--- src/shared/slsp_consts.svh ---
// register map, field positions, reset values and line characters of the link config block
`ifndef SLSP_CONSTS_SVH
`define SLSP_CONSTS_SVH

`define SLSP_ADDR_SUBCLASS 7'h08
`define SLSP_ADDR_PATTERN 7'h09
`define SLSP_ADDR_DRIVE 7'h0a

`define SLSP_DEARM_HI 7
`define SLSP_DEARM_LO 5
`define SLSP_ALERT_BIT 4
`define SLSP_TXSYNC_BIT 3
`define SLSP_SUBCL_HI 2
`define SLSP_PAT_HI 2
`define SLSP_DRV_HI 1

`define SLSP_RST_SUBCLASS 8'h00
`define SLSP_RST_PATTERN 3'h0
`define SLSP_RST_DRIVE 2'h0

`define SLSP_SUBCL_0 3'h0
`define SLSP_SUBCL_1 3'h1
`define SLSP_SUBCL_2 3'h2

`define SLSP_K28_5 8'hbc
`define SLSP_K28_7 8'hfc
`define SLSP_D21_5 8'hb5
`define SLSP_K28_0 8'h1c
`define SLSP_K28_3 8'h7c

`define SLSP_PRBS_SEED 15'h7fff
`define SLSP_SPI_LAST 5'h0f
`define SLSP_SPI_ADDR_END 5'h07
`define SLSP_SPI_DATA_START 5'h08
`define SLSP_RPAT_LAST 4'hb

`endif

--- src/shared/slsp_pkg.sv ---
// types shared by the link config block
package slsp_pkg;
    typedef enum logic [2:0] {
        SLSP_PAT_NORMAL = 3'b000,
        SLSP_PAT_K285 = 3'b001,
        SLSP_PAT_K287 = 3'b010,
        SLSP_PAT_D215 = 3'b011,
        SLSP_PAT_PRBS15 = 3'b100,
        SLSP_PAT_LANE_ALIGN = 3'b101,
        SLSP_PAT_TEST_SAMPLES = 3'b110,
        SLSP_PAT_RPAT = 3'b111
    } slsp_pat_t;

    typedef struct packed {
        logic is_k;
        logic [7:0] octet;
    } slsp_char_t;

    typedef struct packed {
        logic [2:0] dearm_len;
        logic alert;
        logic tx_sync;
        logic [2:0] subclass;
    } slsp_subclass_t;
endpackage : slsp_pkg

--- src/slsp_spi_port.sv ---
// serial configuration port: 16-bit frames, read flag, 7-bit address, 8-bit data
`timescale 1ns/1ps
`include "slsp_consts.svh"

module slsp_spi_port (
    input wire logic clk, // system clock
    input wire logic rst_n, // synchronised reset, active low
    input wire logic cs_n, // chip select, active low
    input wire logic sck, // serial clock, sampled
    input wire logic sdi, // serial data in
    input wire logic [7:0] rd_data, // read value for acc_addr
    output logic sdo, // serial data out
    output logic sdo_oe, // high while sdo is driven
    output logic wr_stb, // one-cycle write strobe
    output logic [6:0] acc_addr, // address of current frame
    output logic [7:0] wr_data // write data
);
    logic sck_d_ff;
    logic [4:0] cnt_ff;
    logic [7:0] shift_ff;
    logic rd_ff;
    logic [6:0] addr_ff;
    logic [7:0] wdat_ff;
    logic wstb_ff;
    logic [7:0] rsh_ff;
    wire sck_rise = ~cs_n & sck & ~sck_d_ff;
    wire sck_fall = ~cs_n & ~sck & sck_d_ff;
    wire [7:0] nxt_shift = {shift_ff[6:0], sdi};

    always_ff @(posedge clk or negedge rst_n)
    begin
        if (!rst_n)
        begin
            sck_d_ff <= 1'b0;
            cnt_ff <= 5'h00;
            shift_ff <= 8'h00;
            rd_ff <= 1'b0;
            addr_ff <= 7'h00;
            wdat_ff <= 8'h00;
            wstb_ff <= 1'b0;
            rsh_ff <= 8'h00;
        end
        else
        begin
            sck_d_ff <= sck;
            wstb_ff <= 1'b0;
            if (cs_n)
                cnt_ff <= 5'h00;
            else if (sck_rise && cnt_ff <= `SLSP_SPI_LAST)
            begin
                shift_ff <= nxt_shift;
                cnt_ff <= cnt_ff + 5'h01;
                if (cnt_ff == 5'h00)
                    rd_ff <= sdi;
                if (cnt_ff == `SLSP_SPI_ADDR_END)
                    addr_ff <= nxt_shift[6:0];
                if (cnt_ff == `SLSP_SPI_LAST)
                begin
                    wdat_ff <= nxt_shift;
                    wstb_ff <= ~rd_ff;
                end
            end
            // read data is loaded once the address is known, then shifted on falls
            if (sck_fall && cnt_ff == `SLSP_SPI_DATA_START)
                rsh_ff <= rd_data;
            else if (sck_fall && cnt_ff > `SLSP_SPI_DATA_START)
                rsh_ff <= {rsh_ff[6:0], 1'b0};
        end
    end

    assign sdo = rsh_ff[7];
    assign sdo_oe = ~cs_n & rd_ff & (cnt_ff >= `SLSP_SPI_DATA_START);
    assign wr_stb = wstb_ff;
    assign acc_addr = addr_ff;
    assign wr_data = wdat_ff;
endmodule : slsp_spi_port

--- src/slsp_top.sv ---
// link subclass, test pattern and drive configuration registers with their lane logic
`timescale 1ns/1ps
`include "slsp_consts.svh"

module slsp_top (
    input wire logic clk, // 25 MHz device clock
    input wire logic nrst, // async reset, active low
    input wire logic cs_n, // config port select, active low
    input wire logic sck, // config port clock
    input wire logic sdi, // config port data in
    output logic sdo, // config port data out
    output logic sdo_oe, // high while sdo driven
    input wire logic frame_tick, // one-cycle pulse per frame
    input wire logic [4:0] frames_per_mf_m1, // K minus one
    input wire logic sysref, // reference pulse level
    input wire logic sync_n, // receiver sync, active low
    input wire logic [7:0] adc_octet, // converter data octet
    output slsp_pkg::slsp_char_t lane_char, // character to the encoder
    output logic comma_burst, // resync burst in progress
    output logic lmfc_wrap, // last frame of multiframe
    output logic [1:0] lane_drive_current // CML current code
);
    logic rst_meta_ff;
    logic rst_n_ff;
    always_ff @(posedge clk or negedge nrst)
    begin
        if (!nrst)
        begin
            rst_meta_ff <= 1'b0;
            rst_n_ff <= 1'b0;
        end
        else
        begin
            rst_meta_ff <= 1'b1;
            rst_n_ff <= rst_meta_ff;
        end
    end

    logic wr_stb;
    logic [6:0] acc_addr;
    logic [7:0] wr_data;
    logic [7:0] rd_data;
    slsp_spi_port u_spi (
        .clk(clk),
        .rst_n(rst_n_ff),
        .cs_n(cs_n),
        .sck(sck),
        .sdi(sdi),
        .rd_data(rd_data),
        .sdo(sdo),
        .sdo_oe(sdo_oe),
        .wr_stb(wr_stb),
        .acc_addr(acc_addr),
        .wr_data(wr_data)
    );

    slsp_pkg::slsp_subclass_t subcl_ff;
    logic [2:0] pat_ff;
    logic [1:0] drv_ff;
    wire wr_subcl = wr_stb & (acc_addr == `SLSP_ADDR_SUBCLASS);
    wire wr_pat = wr_stb & (acc_addr == `SLSP_ADDR_PATTERN);
    wire wr_drv = wr_stb & (acc_addr == `SLSP_ADDR_DRIVE);

    always_ff @(posedge clk or negedge rst_n_ff)
    begin
        if (!rst_n_ff)
        begin
            subcl_ff <= `SLSP_RST_SUBCLASS;
            pat_ff <= `SLSP_RST_PATTERN;
            drv_ff <= `SLSP_RST_DRIVE;
        end
        else
        begin
            if (wr_subcl)
                subcl_ff <= wr_data;
            if (wr_pat)
                pat_ff <= wr_data[`SLSP_PAT_HI:0];
            if (wr_drv)
                drv_ff <= wr_data[`SLSP_DRV_HI:0];
        end
    end

    // unmapped addresses read zero
    assign rd_data = (acc_addr == `SLSP_ADDR_SUBCLASS) ? subcl_ff :
                     (acc_addr == `SLSP_ADDR_PATTERN) ? {5'h00, pat_ff} :
                     (acc_addr == `SLSP_ADDR_DRIVE) ? {6'h00, drv_ff} : 8'h00;
    assign lane_drive_current = drv_ff;

    logic sysref_d_ff;
    logic sync_d_ff;
    logic [4:0] lmfc_ff;
    logic armed_ff;
    logic [2:0] idle_mf_ff;
    logic [5:0] comma_ff;
    logic [1:0] mf_idx_ff;
    logic [7:0] ramp_ff;
    logic [3:0] rpat_idx_ff;
    logic [14:0] prbs_ff;
    slsp_pkg::slsp_char_t lane_ff;

    wire sysref_rise = sysref & ~sysref_d_ff;
    wire sync_rise = sync_n & ~sync_d_ff;
    wire sc1 = subcl_ff.subclass == `SLSP_SUBCL_1;
    wire sc2 = subcl_ff.subclass == `SLSP_SUBCL_2;
    wire mf_end = frame_tick & (lmfc_ff == frames_per_mf_m1);
    wire align_evt = (sc1 & sysref_rise & (~subcl_ff.alert | armed_ff)) | (sc2 & sync_rise);
    wire pos_change = align_evt & (lmfc_ff != 5'h00);
    wire [5:0] k_frames = {1'b0, frames_per_mf_m1} + 6'h01;

    function automatic logic [14:0] prbs_step8(input logic [14:0] s);
        logic [14:0] t;
        t = s;
        for (int i = 0; i < 8; i++)
            t = {t[13:0], t[14] ^ t[13]};
        return t;
    endfunction : prbs_step8

    function automatic logic [7:0] rpat_byte(input logic [3:0] i);
        logic [7:0] b;
        b = 8'hbe;
        unique case (i)
            4'h0: b = 8'hbe;
            4'h1: b = 8'hd7;
            4'h2: b = 8'h23;
            4'h3: b = 8'h47;
            4'h4: b = 8'h6b;
            4'h5: b = 8'h8f;
            4'h6: b = 8'hb3;
            4'h7: b = 8'h14;
            4'h8: b = 8'h5e;
            4'h9: b = 8'hfb;
            4'ha: b = 8'h35;
            4'hb: b = 8'h59;
            default: b = 8'h00;
        endcase
        return b;
    endfunction : rpat_byte

    wire [14:0] nxt_prbs = prbs_step8(prbs_ff);
    wire [7:0] las_octet = (lmfc_ff == 5'h00) ? `SLSP_K28_0 :
                           (lmfc_ff == frames_per_mf_m1) ? `SLSP_K28_3 : {3'h0, lmfc_ff};
    wire las_k = (lmfc_ff == 5'h00) | (lmfc_ff == frames_per_mf_m1);
    slsp_pkg::slsp_char_t pat_char;
    slsp_pkg::slsp_char_t nxt_lane;

    always_comb
    begin
        pat_char = '{is_k: 1'b0, octet: adc_octet};
        unique case (slsp_pkg::slsp_pat_t'(pat_ff))
            slsp_pkg::SLSP_PAT_NORMAL: pat_char = '{is_k: 1'b0, octet: adc_octet};
            slsp_pkg::SLSP_PAT_K285: pat_char = '{is_k: 1'b1, octet: `SLSP_K28_5};
            slsp_pkg::SLSP_PAT_K287: pat_char = '{is_k: 1'b1, octet: `SLSP_K28_7};
            slsp_pkg::SLSP_PAT_D215: pat_char = '{is_k: 1'b0, octet: `SLSP_D21_5};
            slsp_pkg::SLSP_PAT_PRBS15: pat_char = '{is_k: 1'b0, octet: nxt_prbs[7:0]};
            slsp_pkg::SLSP_PAT_LANE_ALIGN: pat_char = '{is_k: las_k, octet: las_octet};
            slsp_pkg::SLSP_PAT_TEST_SAMPLES: pat_char = '{is_k: 1'b0, octet: ramp_ff};
            slsp_pkg::SLSP_PAT_RPAT: pat_char = '{is_k: 1'b0, octet: rpat_byte(rpat_idx_ff)};
        endcase
    end

    // the resync burst overrides any pattern so the receiver can realign
    assign nxt_lane = (comma_ff != 6'h00) ? '{is_k: 1'b1, octet: `SLSP_K28_5} : pat_char;

    always_ff @(posedge clk or negedge rst_n_ff)
    begin
        if (!rst_n_ff)
        begin
            sysref_d_ff <= 1'b0;
            // sync request idles high, so a low reset value would fake a rising edge
            sync_d_ff <= 1'b1;
            lmfc_ff <= 5'h00;
            armed_ff <= 1'b0;
            idle_mf_ff <= 3'h0;
            comma_ff <= 6'h00;
            mf_idx_ff <= 2'h0;
            ramp_ff <= 8'h00;
            rpat_idx_ff <= 4'h0;
            prbs_ff <= `SLSP_PRBS_SEED;
            lane_ff <= '0;
        end
        else
        begin
            sysref_d_ff <= sysref;
            sync_d_ff <= sync_n;
            if (align_evt)
                lmfc_ff <= 5'h00;
            else if (mf_end)
                lmfc_ff <= 5'h00;
            else if (frame_tick)
                lmfc_ff <= lmfc_ff + 5'h01;
            // a pulse in the same cycle as a boundary keeps the logic armed
            if (!(sc1 && subcl_ff.alert))
            begin
                armed_ff <= 1'b0;
                idle_mf_ff <= 3'h0;
            end
            else if (sysref_rise)
            begin
                armed_ff <= 1'b1;
                idle_mf_ff <= 3'h0;
            end
            else if (armed_ff && mf_end)
            begin
                if (idle_mf_ff == subcl_ff.dearm_len)
                    armed_ff <= 1'b0;
                idle_mf_ff <= idle_mf_ff + 3'h1;
            end
            if (pos_change && subcl_ff.tx_sync)
                comma_ff <= k_frames;
            else if (frame_tick && comma_ff != 6'h00)
                comma_ff <= comma_ff - 6'h01;
            if (frame_tick)
            begin
                lane_ff <= nxt_lane;
                prbs_ff <= nxt_prbs;
                ramp_ff <= ramp_ff + 8'h01;
                rpat_idx_ff <= (rpat_idx_ff == `SLSP_RPAT_LAST) ? 4'h0 : rpat_idx_ff + 4'h1;
                if (mf_end)
                    mf_idx_ff <= mf_idx_ff + 2'h1;
            end
        end
    end

    assign lane_char = lane_ff;
    assign comma_burst = comma_ff != 6'h00;
    assign lmfc_wrap = (lmfc_ff == frames_per_mf_m1);
endmodule : slsp_top
--- config.mk ---
export PLATFORM = sky130hd
export DESIGN_NAME = slsp_top
export DESIGN_NICKNAME = d
export VERILOG_FILES = /design/src/shared/slsp_pkg.sv /design/src/slsp_spi_port.sv /design/src/slsp_top.sv
export VERILOG_INCLUDE_DIRS = /design/src /design/src/shared
export SDC_FILE = /design/constraint.sdc
export NUM_CORES = 1
export LEC_CHECK = 0
export BUFFER_PORTS_ARGS = -buffer_cell sky130_fd_sc_hd__buf_2
export CORE_AREA = 5 5 108 110
export CTS_BUF_LIST = sky130_fd_sc_hd__clkbuf_4 sky130_fd_sc_hd__clkbuf_8
export CTS_CLUSTER_DIAMETER = 40
export DETAILED_ROUTE_END_ITERATION = 6
export DIE_AREA = 0 0 113 115
export GPL_ROUTABILITY_DRIVEN = 0
export PLACE_DENSITY_LB_ADDON = 0.2
export SETUP_SLACK_MARGIN = 0.5
export SLEW_MARGIN = 20
export SYNTH_ARGS = -nofsm -noshare
export SYNTH_HDL_FRONTEND = slang
export SYNTH_HIERARCHICAL = 1
export SYNTH_SLANG_ARGS = --single-unit
--- constraint.sdc ---
create_clock -name clk -period 6.6 [get_ports clk]
set_input_delay 1.32 -clock clk [delete_from_list [all_inputs] [get_ports clk]]
set_output_delay 1.32 -clock clk [all_outputs]
set_load 0.02 [all_outputs]
==> results of run 1 <==
-- stage by stage --
| step | power (uW) | cell area, um^2 | instances | worst slack, ps |
|---|---|---|---|---|
| 2_1_floorplan | 1334 | 5688 | 523 | 3232 |
| 3_3_place_gp | 1458 | 5964 | 677 | 2825 |
| 3_5_place_dp | 1485 | 5964 | 677 | 2721 |
| 4_1_cts | 1923 | 6183 | 693 | 2712 |
| 5_1_grt | 2037 | 6183 | 693 | 2596 |
| 6_report | 1905 | 6183 | 693 | 2713 |
-- cells in the mapped netlist, drive strengths merged, types with 9 or more instances --
| cell | n | area (um^2) |
|---|---|---|
| inv | 18 | 67.56 |
| ha | 19 | 237.7 |
| nand3 | 10 | 50.05 |
| xor2 | 12 | 105.1 |
| dfrtp | 90 | 2252 |
| nand2b | 9 | 56.30 |
| clkbuf | 18 | 67.56 |
| mux2i | 14 | 140.1 |
| o21ai | 21 | 108.9 |
| dfstp | 16 | 420.4 |
| nor2b | 13 | 81.33 |
| mux2 | 64 | 720.7 |
| xnor2 | 18 | 157.7 |
| nand2 | 28 | 105.1 |
| a21oi | 25 | 125.1 |
| nor2 | 47 | 178.9 |
-- state kept, by name (all words and copies together), names as in the netlist, 2 cells and up --
register and flops:
u_spi/wr_data 8, subcl_ff 8, u_spi/shift_ff 7, rpat_idx_ff 4
ramp_ff 8, idle_mf_ff 3, lane_char 9, lane_drive_current 2
comma_ff 6, u_spi/acc_addr 7, u_spi/rsh_ff 8, pat_ff 3
u_spi/cnt_ff 5, prbs_ff 15, lmfc_ff 5
-- final timing paths --
check	startpoint	end	slack, ps	depth (start not counted)
min in group clk	rst_meta_ff	rst_n_ff	380	0
hold reg to reg	rst_n_ff	rpat_idx_ff[1]	280	0
hold / removal	rst_n_ff	rpat_idx_ff[1]	280	0
max in group asynchronous	rst_n_ff	pat_ff[1]	5090	1
setup / recovery	frames_per_mf_m1[3]	lmfc_wrap	2710	6
setup reg to reg	comma_ff[0]	lane_char[2]	4220	7
-- power by group through the flow --
stage | Combinational, uW | Clock [uW] | Sequential, uW
finish | 488 | 431 | 986
global route | 550 | 475 | 1010
CTS | 494 | 445 | 985
detailed placement | 488 | 0 | 998
global placement | 470 | 0 | 989
floorplan | 384 | 0 | 949
-- layer usage --
metal  wire length (um)  global-route usage  up-vias  share of wire
met2               5732              0.3136       81           0.50
met3                410             0.03579       13          0.036
met5                  0                   0        -              0
met1               5080              0.2370     1955           0.45
li1                   -                   -     1911              -
met4                184             0.05849        0          0.016
-- layout make-up --
type	count	area share
multi-input cells	375	0.4611
clock buffers	9	0.02003
inverters	19	0.01153
clock inverters	7	0.01538
well taps	140	0.02833
flip-flops and latches	106	0.4328
repair buffers	37	0.03076
-- placed cells by master (no fill, tap or decap), types with 3 or more instances in the layout --
master	count
sky130_fd_sc_hd__dfrtp_1	89
sky130_fd_sc_hd__mux2_2	64
sky130_fd_sc_hd__nor2_1	46
sky130_fd_sc_hd__buf_2	35
sky130_fd_sc_hd__nand2_1	28
sky130_fd_sc_hd__a21oi_1	25
sky130_fd_sc_hd__o21ai_0	20
sky130_fd_sc_hd__ha_1	19
sky130_fd_sc_hd__inv_1	18
sky130_fd_sc_hd__xnor2_1	18
sky130_fd_sc_hd__dfstp_2	16
sky130_fd_sc_hd__mux2i_1	14
sky130_fd_sc_hd__nor2b_1	13
sky130_fd_sc_hd__xor2_1	12
sky130_fd_sc_hd__nand3_1	10
sky130_fd_sc_hd__nand2b_1	9
sky130_fd_sc_hd__clkbuf_8	9
sky130_fd_sc_hd__and2_1	7
sky130_fd_sc_hd__a31oi_1	7
sky130_fd_sc_hd__nor3_1	6
sky130_fd_sc_hd__and3_1	6
sky130_fd_sc_hd__o2bb2ai_1	5
sky130_fd_sc_hd__nand4_1	4
sky130_fd_sc_hd__o221ai_1	4
sky130_fd_sc_hd__and4_1	3
sky130_fd_sc_hd__nand3b_1	3
sky130_fd_sc_hd__o21a_1	3
sky130_fd_sc_hd__nor3b_1	3
-- cell families (layout without fill, tap and decap cells) --
group,Yosys count,after routing,share of synthesized area
simple gates,157,157,0.1531
xor+xnor,30,30,0.04619
compound gates,90,90,0.1082
mux,78,78,0.1513
fa+ha+maj,19,19,0.04180
other cells,1,1,0.0006593
buf+inv,42,72,0.02882
flops,106,106,0.4699
==> impl_metrics.ini, run 1 <==
[worst_setup_path]
critical_path_required_ps = 5280
path_common_cell = sky130_fd_sc_hd__buf_2
timing.critical_path.arrival_ps = 2570
worstSetupEndpointType = output pin
timing.critical_path.cells = buf_2 > xor2_1 > nor3_1 > nand2_1 > clkinv_1 > buf_2
path_class = in2out
crit_path_top_delay_cell = sky130_fd_sc_hd__nor3_1
worstSetupStartpointType = input port
cp_num_buf_inv = 3
worst-path-max-fanout = 9
cpLargestDelayFamily = buffers and inverters
critPathMaxStageDelay_ps = 270

[sta]
fmax_mhz = 257.2
final_clock_skew_ps = 12.70
slew_headroom = 0.4088
max_slew.worst_pin.slew_ps = 886.9
period_minus_slack_ps = 3887
finalHoldViolCount = 0
timing.setup.tns_ps = 0
grt_setup_unrepaired = false
final.period_utilization = 0.5890
final-setup-viol-count = 0
final_max_slew_viol_count = 0
hold_ws_ps = 282.3

[layout]
final_nets = 588
flow.area_growth_from_synthesis_pct = 8.711
final_core_utilization = 0.5832
final.fill_count = 894
post_route_cells_drive_above_1_share = 0.2640
multi_input_comb_area_um2 = 2851
diodes = 0
final-seq-area_um2 = 2676

[placed_design]
placement.io_buffers = 35
detailed_place_hpwl_um = 8121

[clocking]
post_cts_hold_buffer_count = 0
clk_path_buf_depth = 2
numCtsBuffers = 9
htreeDepth = 3
clk_pin_slew_ps = 110
postCtsSetupBuffers = 0
tritoncts_clock_tree = built
post_cts_resized = 0
insertion_delay_ps = 380
clock_tree_root_driver_cell = sky130_fd_sc_hd__clkbuf_8
cts_num_sinks = 106

[floorplanning]
io-pin-count = 36
fp.coreArea_um2 = 10600
die_area_um2 = 13000
floorplan.rows = 38
floorplan.initialDensity = 0.5365
die_h_um = 115
die_x_extent_um = 113

[power_and_ir_drop]
total_switching_power_uw = 659.9
power.switching_fraction = 0.3464
internal_pwr_total_uw = 1245
ir_drop_mv = 0.1816
power.share.clock = 0.226
share_seq_of_total_power = 0.518
leakage_uw = 0.002744
combPwrFrac = 0.256
power.density_nw_per_um2 = 308.1

[detailed_routing]
vias_per_cell = 5.714
dr_total_vias = 3960
drt_iter0_drc = 239
detail_route.first_pass.iterations = 6
detail_route.wl_per_cell_um = 16.46
detail-route-antenna-nets = 0
postRouteWirelength_um = 11410
drt_drc_violations_left = 0

[job]
drv.max_cap_violation_count = 0

[grt]
globalRouteTotalUtil = 0.1835
largest_net_degree_at_the_start_of_global_routing = 70
antenna_found_initial = 0
global_route.overflow_total = 0
first_global_vias = 3958
global_route_wire_length_before_repair_um = 19330

[synth]
synth_top_flop_cell = sky130_fd_sc_hd__dfrtp_1
ys.warnings.count = 6
synth.cell_area_um2 = 5688
synth_edf_count = 0
post_synth_num_cell_types = 67
synth.yosys.seq_area_share = 0.4699
avgSynthCellArea_um2 = 10.88
netlist_instances = 523
synth_nets = 563
postSynth.asyncResetShare = 1.000
synth_seq_cells = 106

[min_path]
hold_class = reg2async

[run_status]
status = finished clean
Note: power is estimated with default switching activity, not from simulation.
==> inputs of run 2 (changes only) <==
==> constraint.sdc (replaced) <==
create_clock -name clk -period 3.4 [get_ports clk]
set_input_delay 0.68 -clock clk [delete_from_list [all_inputs] [get_ports clk]]
set_output_delay 0.68 -clock clk [all_outputs]
set_load 0.02 [all_outputs]
==> impl_metrics.ini, run 2 (synthesized netlist as in run 1, its figures left out) <==
[sta]
slew_headroom = 0.4347
final_clock_skew_ps = 14.69
finalHoldViolCount = 0
grt_setup_unrepaired = false
max_slew.worst_pin.slew_ps = 847.9
period_minus_slack_ps = 2723
hold_ws_ps = 76.46
final-setup-viol-count = 0
timing.setup.tns_ps = 0
final_max_slew_viol_count = 0
fmax_mhz = 367.3
final.period_utilization = 0.8008

[layout]
finish.instance_area_um2 = 6210
multi_input_comb_area_um2 = 2851
most_frequent_standard_cell_in_the_layout_excluding_fill_and_tap_cells = sky130_fd_sc_hd__dfrtp_1
flow.area_growth_from_synthesis_pct = 9.173
largest-register = prbs_ff
final-seq-area_um2 = 2676
final_cell_mix = 89 x sky130_fd_sc_hd__dfrtp_1, 64 x sky130_fd_sc_hd__mux2_2, 46 x sky130_fd_sc_hd__nor2_1
final.fill_count = 906
largest_register_ffs = 15
layout_cells_excl_fill = 697
post_route_cells_drive_above_1_share = 0.2675
diodes = 0
final_nets = 592

[worst_setup_path]
critical_path_required_ps = 2720
worst_r2r_endpoint = lane_char[1]
critical_path.reg2reg.startpoint = lmfc_ff[0]
worstSetupEndpointType = output pin
worst-r2r-setup-slack_ps = 1160
cp-startpoint = comma_ff[0]
worst-path-max-fanout = 4
timing.critical_path.arrival_ps = 2040
path_class = reg2out
worstSetupStartpointType = flop
r2r.worst_path.cells = 6
worst_setup_endpoint = comma_burst

[power_and_ir_drop]
post_route_total_power_uw = 3650
leakage_uw = 0.002759
power.density_nw_per_um2 = 587.8
ir_drop_mv = 0.2512

[grt]
largest_net_degree_at_the_start_of_global_routing = 82
first_global_vias = 3938
antenna_found_initial = 0
global_route.overflow_total = 0
globalRouteTotalUtil = 0.1854
global_route_wire_length_before_repair_um = 19260

[detailed_routing]
detail_route.first_pass.iterations = 7
vias_per_cell = 5.593
drt_drc_violations_left = 0
drt_iter0_drc = 211
detail-route-antenna-nets = 0
detail_route.wl_per_cell_um = 16.58
met2_wirelength_um = 5759
postRouteWirelength_um = 11550
top_signal_layer_used = met4
met3RoutedLength_um = 375
m1WireLength_um = 5295
dr_total_vias = 3898

[min_path]
hold_class = in2async

[floorplanning]
die_x_extent_um = 113
die_h_um = 115
floorplan.initialDensity = 0.5365
fp.coreArea_um2 = 10600
floorplan.rows = 38
io-pin-count = 36
die_area_um2 = 13000

[clocking]
post_cts_resized = 0
clk_pin_slew_ps = 90
cts_num_sinks = 106
tritoncts_clock_tree = built
clk_path_buf_depth = 2
postCtsSetupBuffers = 0
insertion_delay_ps = 370
post_cts_hold_buffer_count = 0
htreeDepth = 3
numCtsBuffers = 9
clock_tree_root_driver_cell = sky130_fd_sc_hd__clkbuf_8

[placed_design]
dp_cells = 680
placement.io_buffers = 35
instance_area_at_placement_um2 = 5987
detailed_place_hpwl_um = 8180

[job]
drv.max_cap_violation_count = 0

[run_status]
status = finished clean
[run 2: cell count changes in the layout (fill, tap and decap cells not counted), sizes merged]
cell and change:
clkbuf +1, clkinvlp +1, clkinv -1, buf +4, inv -1
[run 2: final cells by class]
type / count / share of cell area
sequential: 106 / 0.4310
inverter: 19 / 0.01148
clock buffer: 10 / 0.02116
clock inverter: 6 / 0.01028
multi-input combinational: 375 / 0.4592
timing repair buffer: 41 / 0.03869
tap: 140 / 0.02821
[run 2: worst max-delay path: stages, from the launching register on]
cell and delay, ps:
sky130_fd_sc_hd__dfrtp_1 390, sky130_fd_sc_hd__inv_1 110, sky130_fd_sc_hd__ha_1 160, sky130_fd_sc_hd__or4b_1 490, sky130_fd_sc_hd__nor2_1 230, sky130_fd_sc_hd__inv_1 120
sky130_fd_sc_hd__buf_2 180
[run 2: report_power, final]
| part | internal (uW) | total, uW | switching, uW | leakage, uW |
|---|---|---|---|---|
| registers | 1600 | 1910 | 316 | 0.00132 |
| logic | 464 | 947 | 483 | 0.00134 |
| clock network | 351 | 792 | 441 | 0.0000981 |
| total | 2410 | 3650 | 1240 | 0.00276 |
[run 2: through the flow]
stage	utilization	setup WS [ps]
floorplan	-	1304
global placement	0.5647	893.5
detailed placement	0.5647	833.9
CTS	0.5831	644.6
global route	0.5857	518.5
finish	0.5857	677.3
[run 2: metal layers]
metal	up-vias	global-route usage
met2	60	0.3136
met3	7	0.02211
li1	1914	-
met5	-	0
met4	0	0.07131
met1	1917	0.2458
[run 2: how the worst min path moves through the flow]
stage	start	cells past startpoint	end	slack (ps)
after global routing	nrst	1	rst_n_ff	60
after CTS	nrst	1	rst_n_ff	60
after floorplan	rst_meta_ff	0	rst_n_ff	330
after global placement	rst_meta_ff	0	rst_n_ff	330
after detailed placement	rst_meta_ff	0	rst_n_ff	340
final	nrst	1	rst_n_ff	80
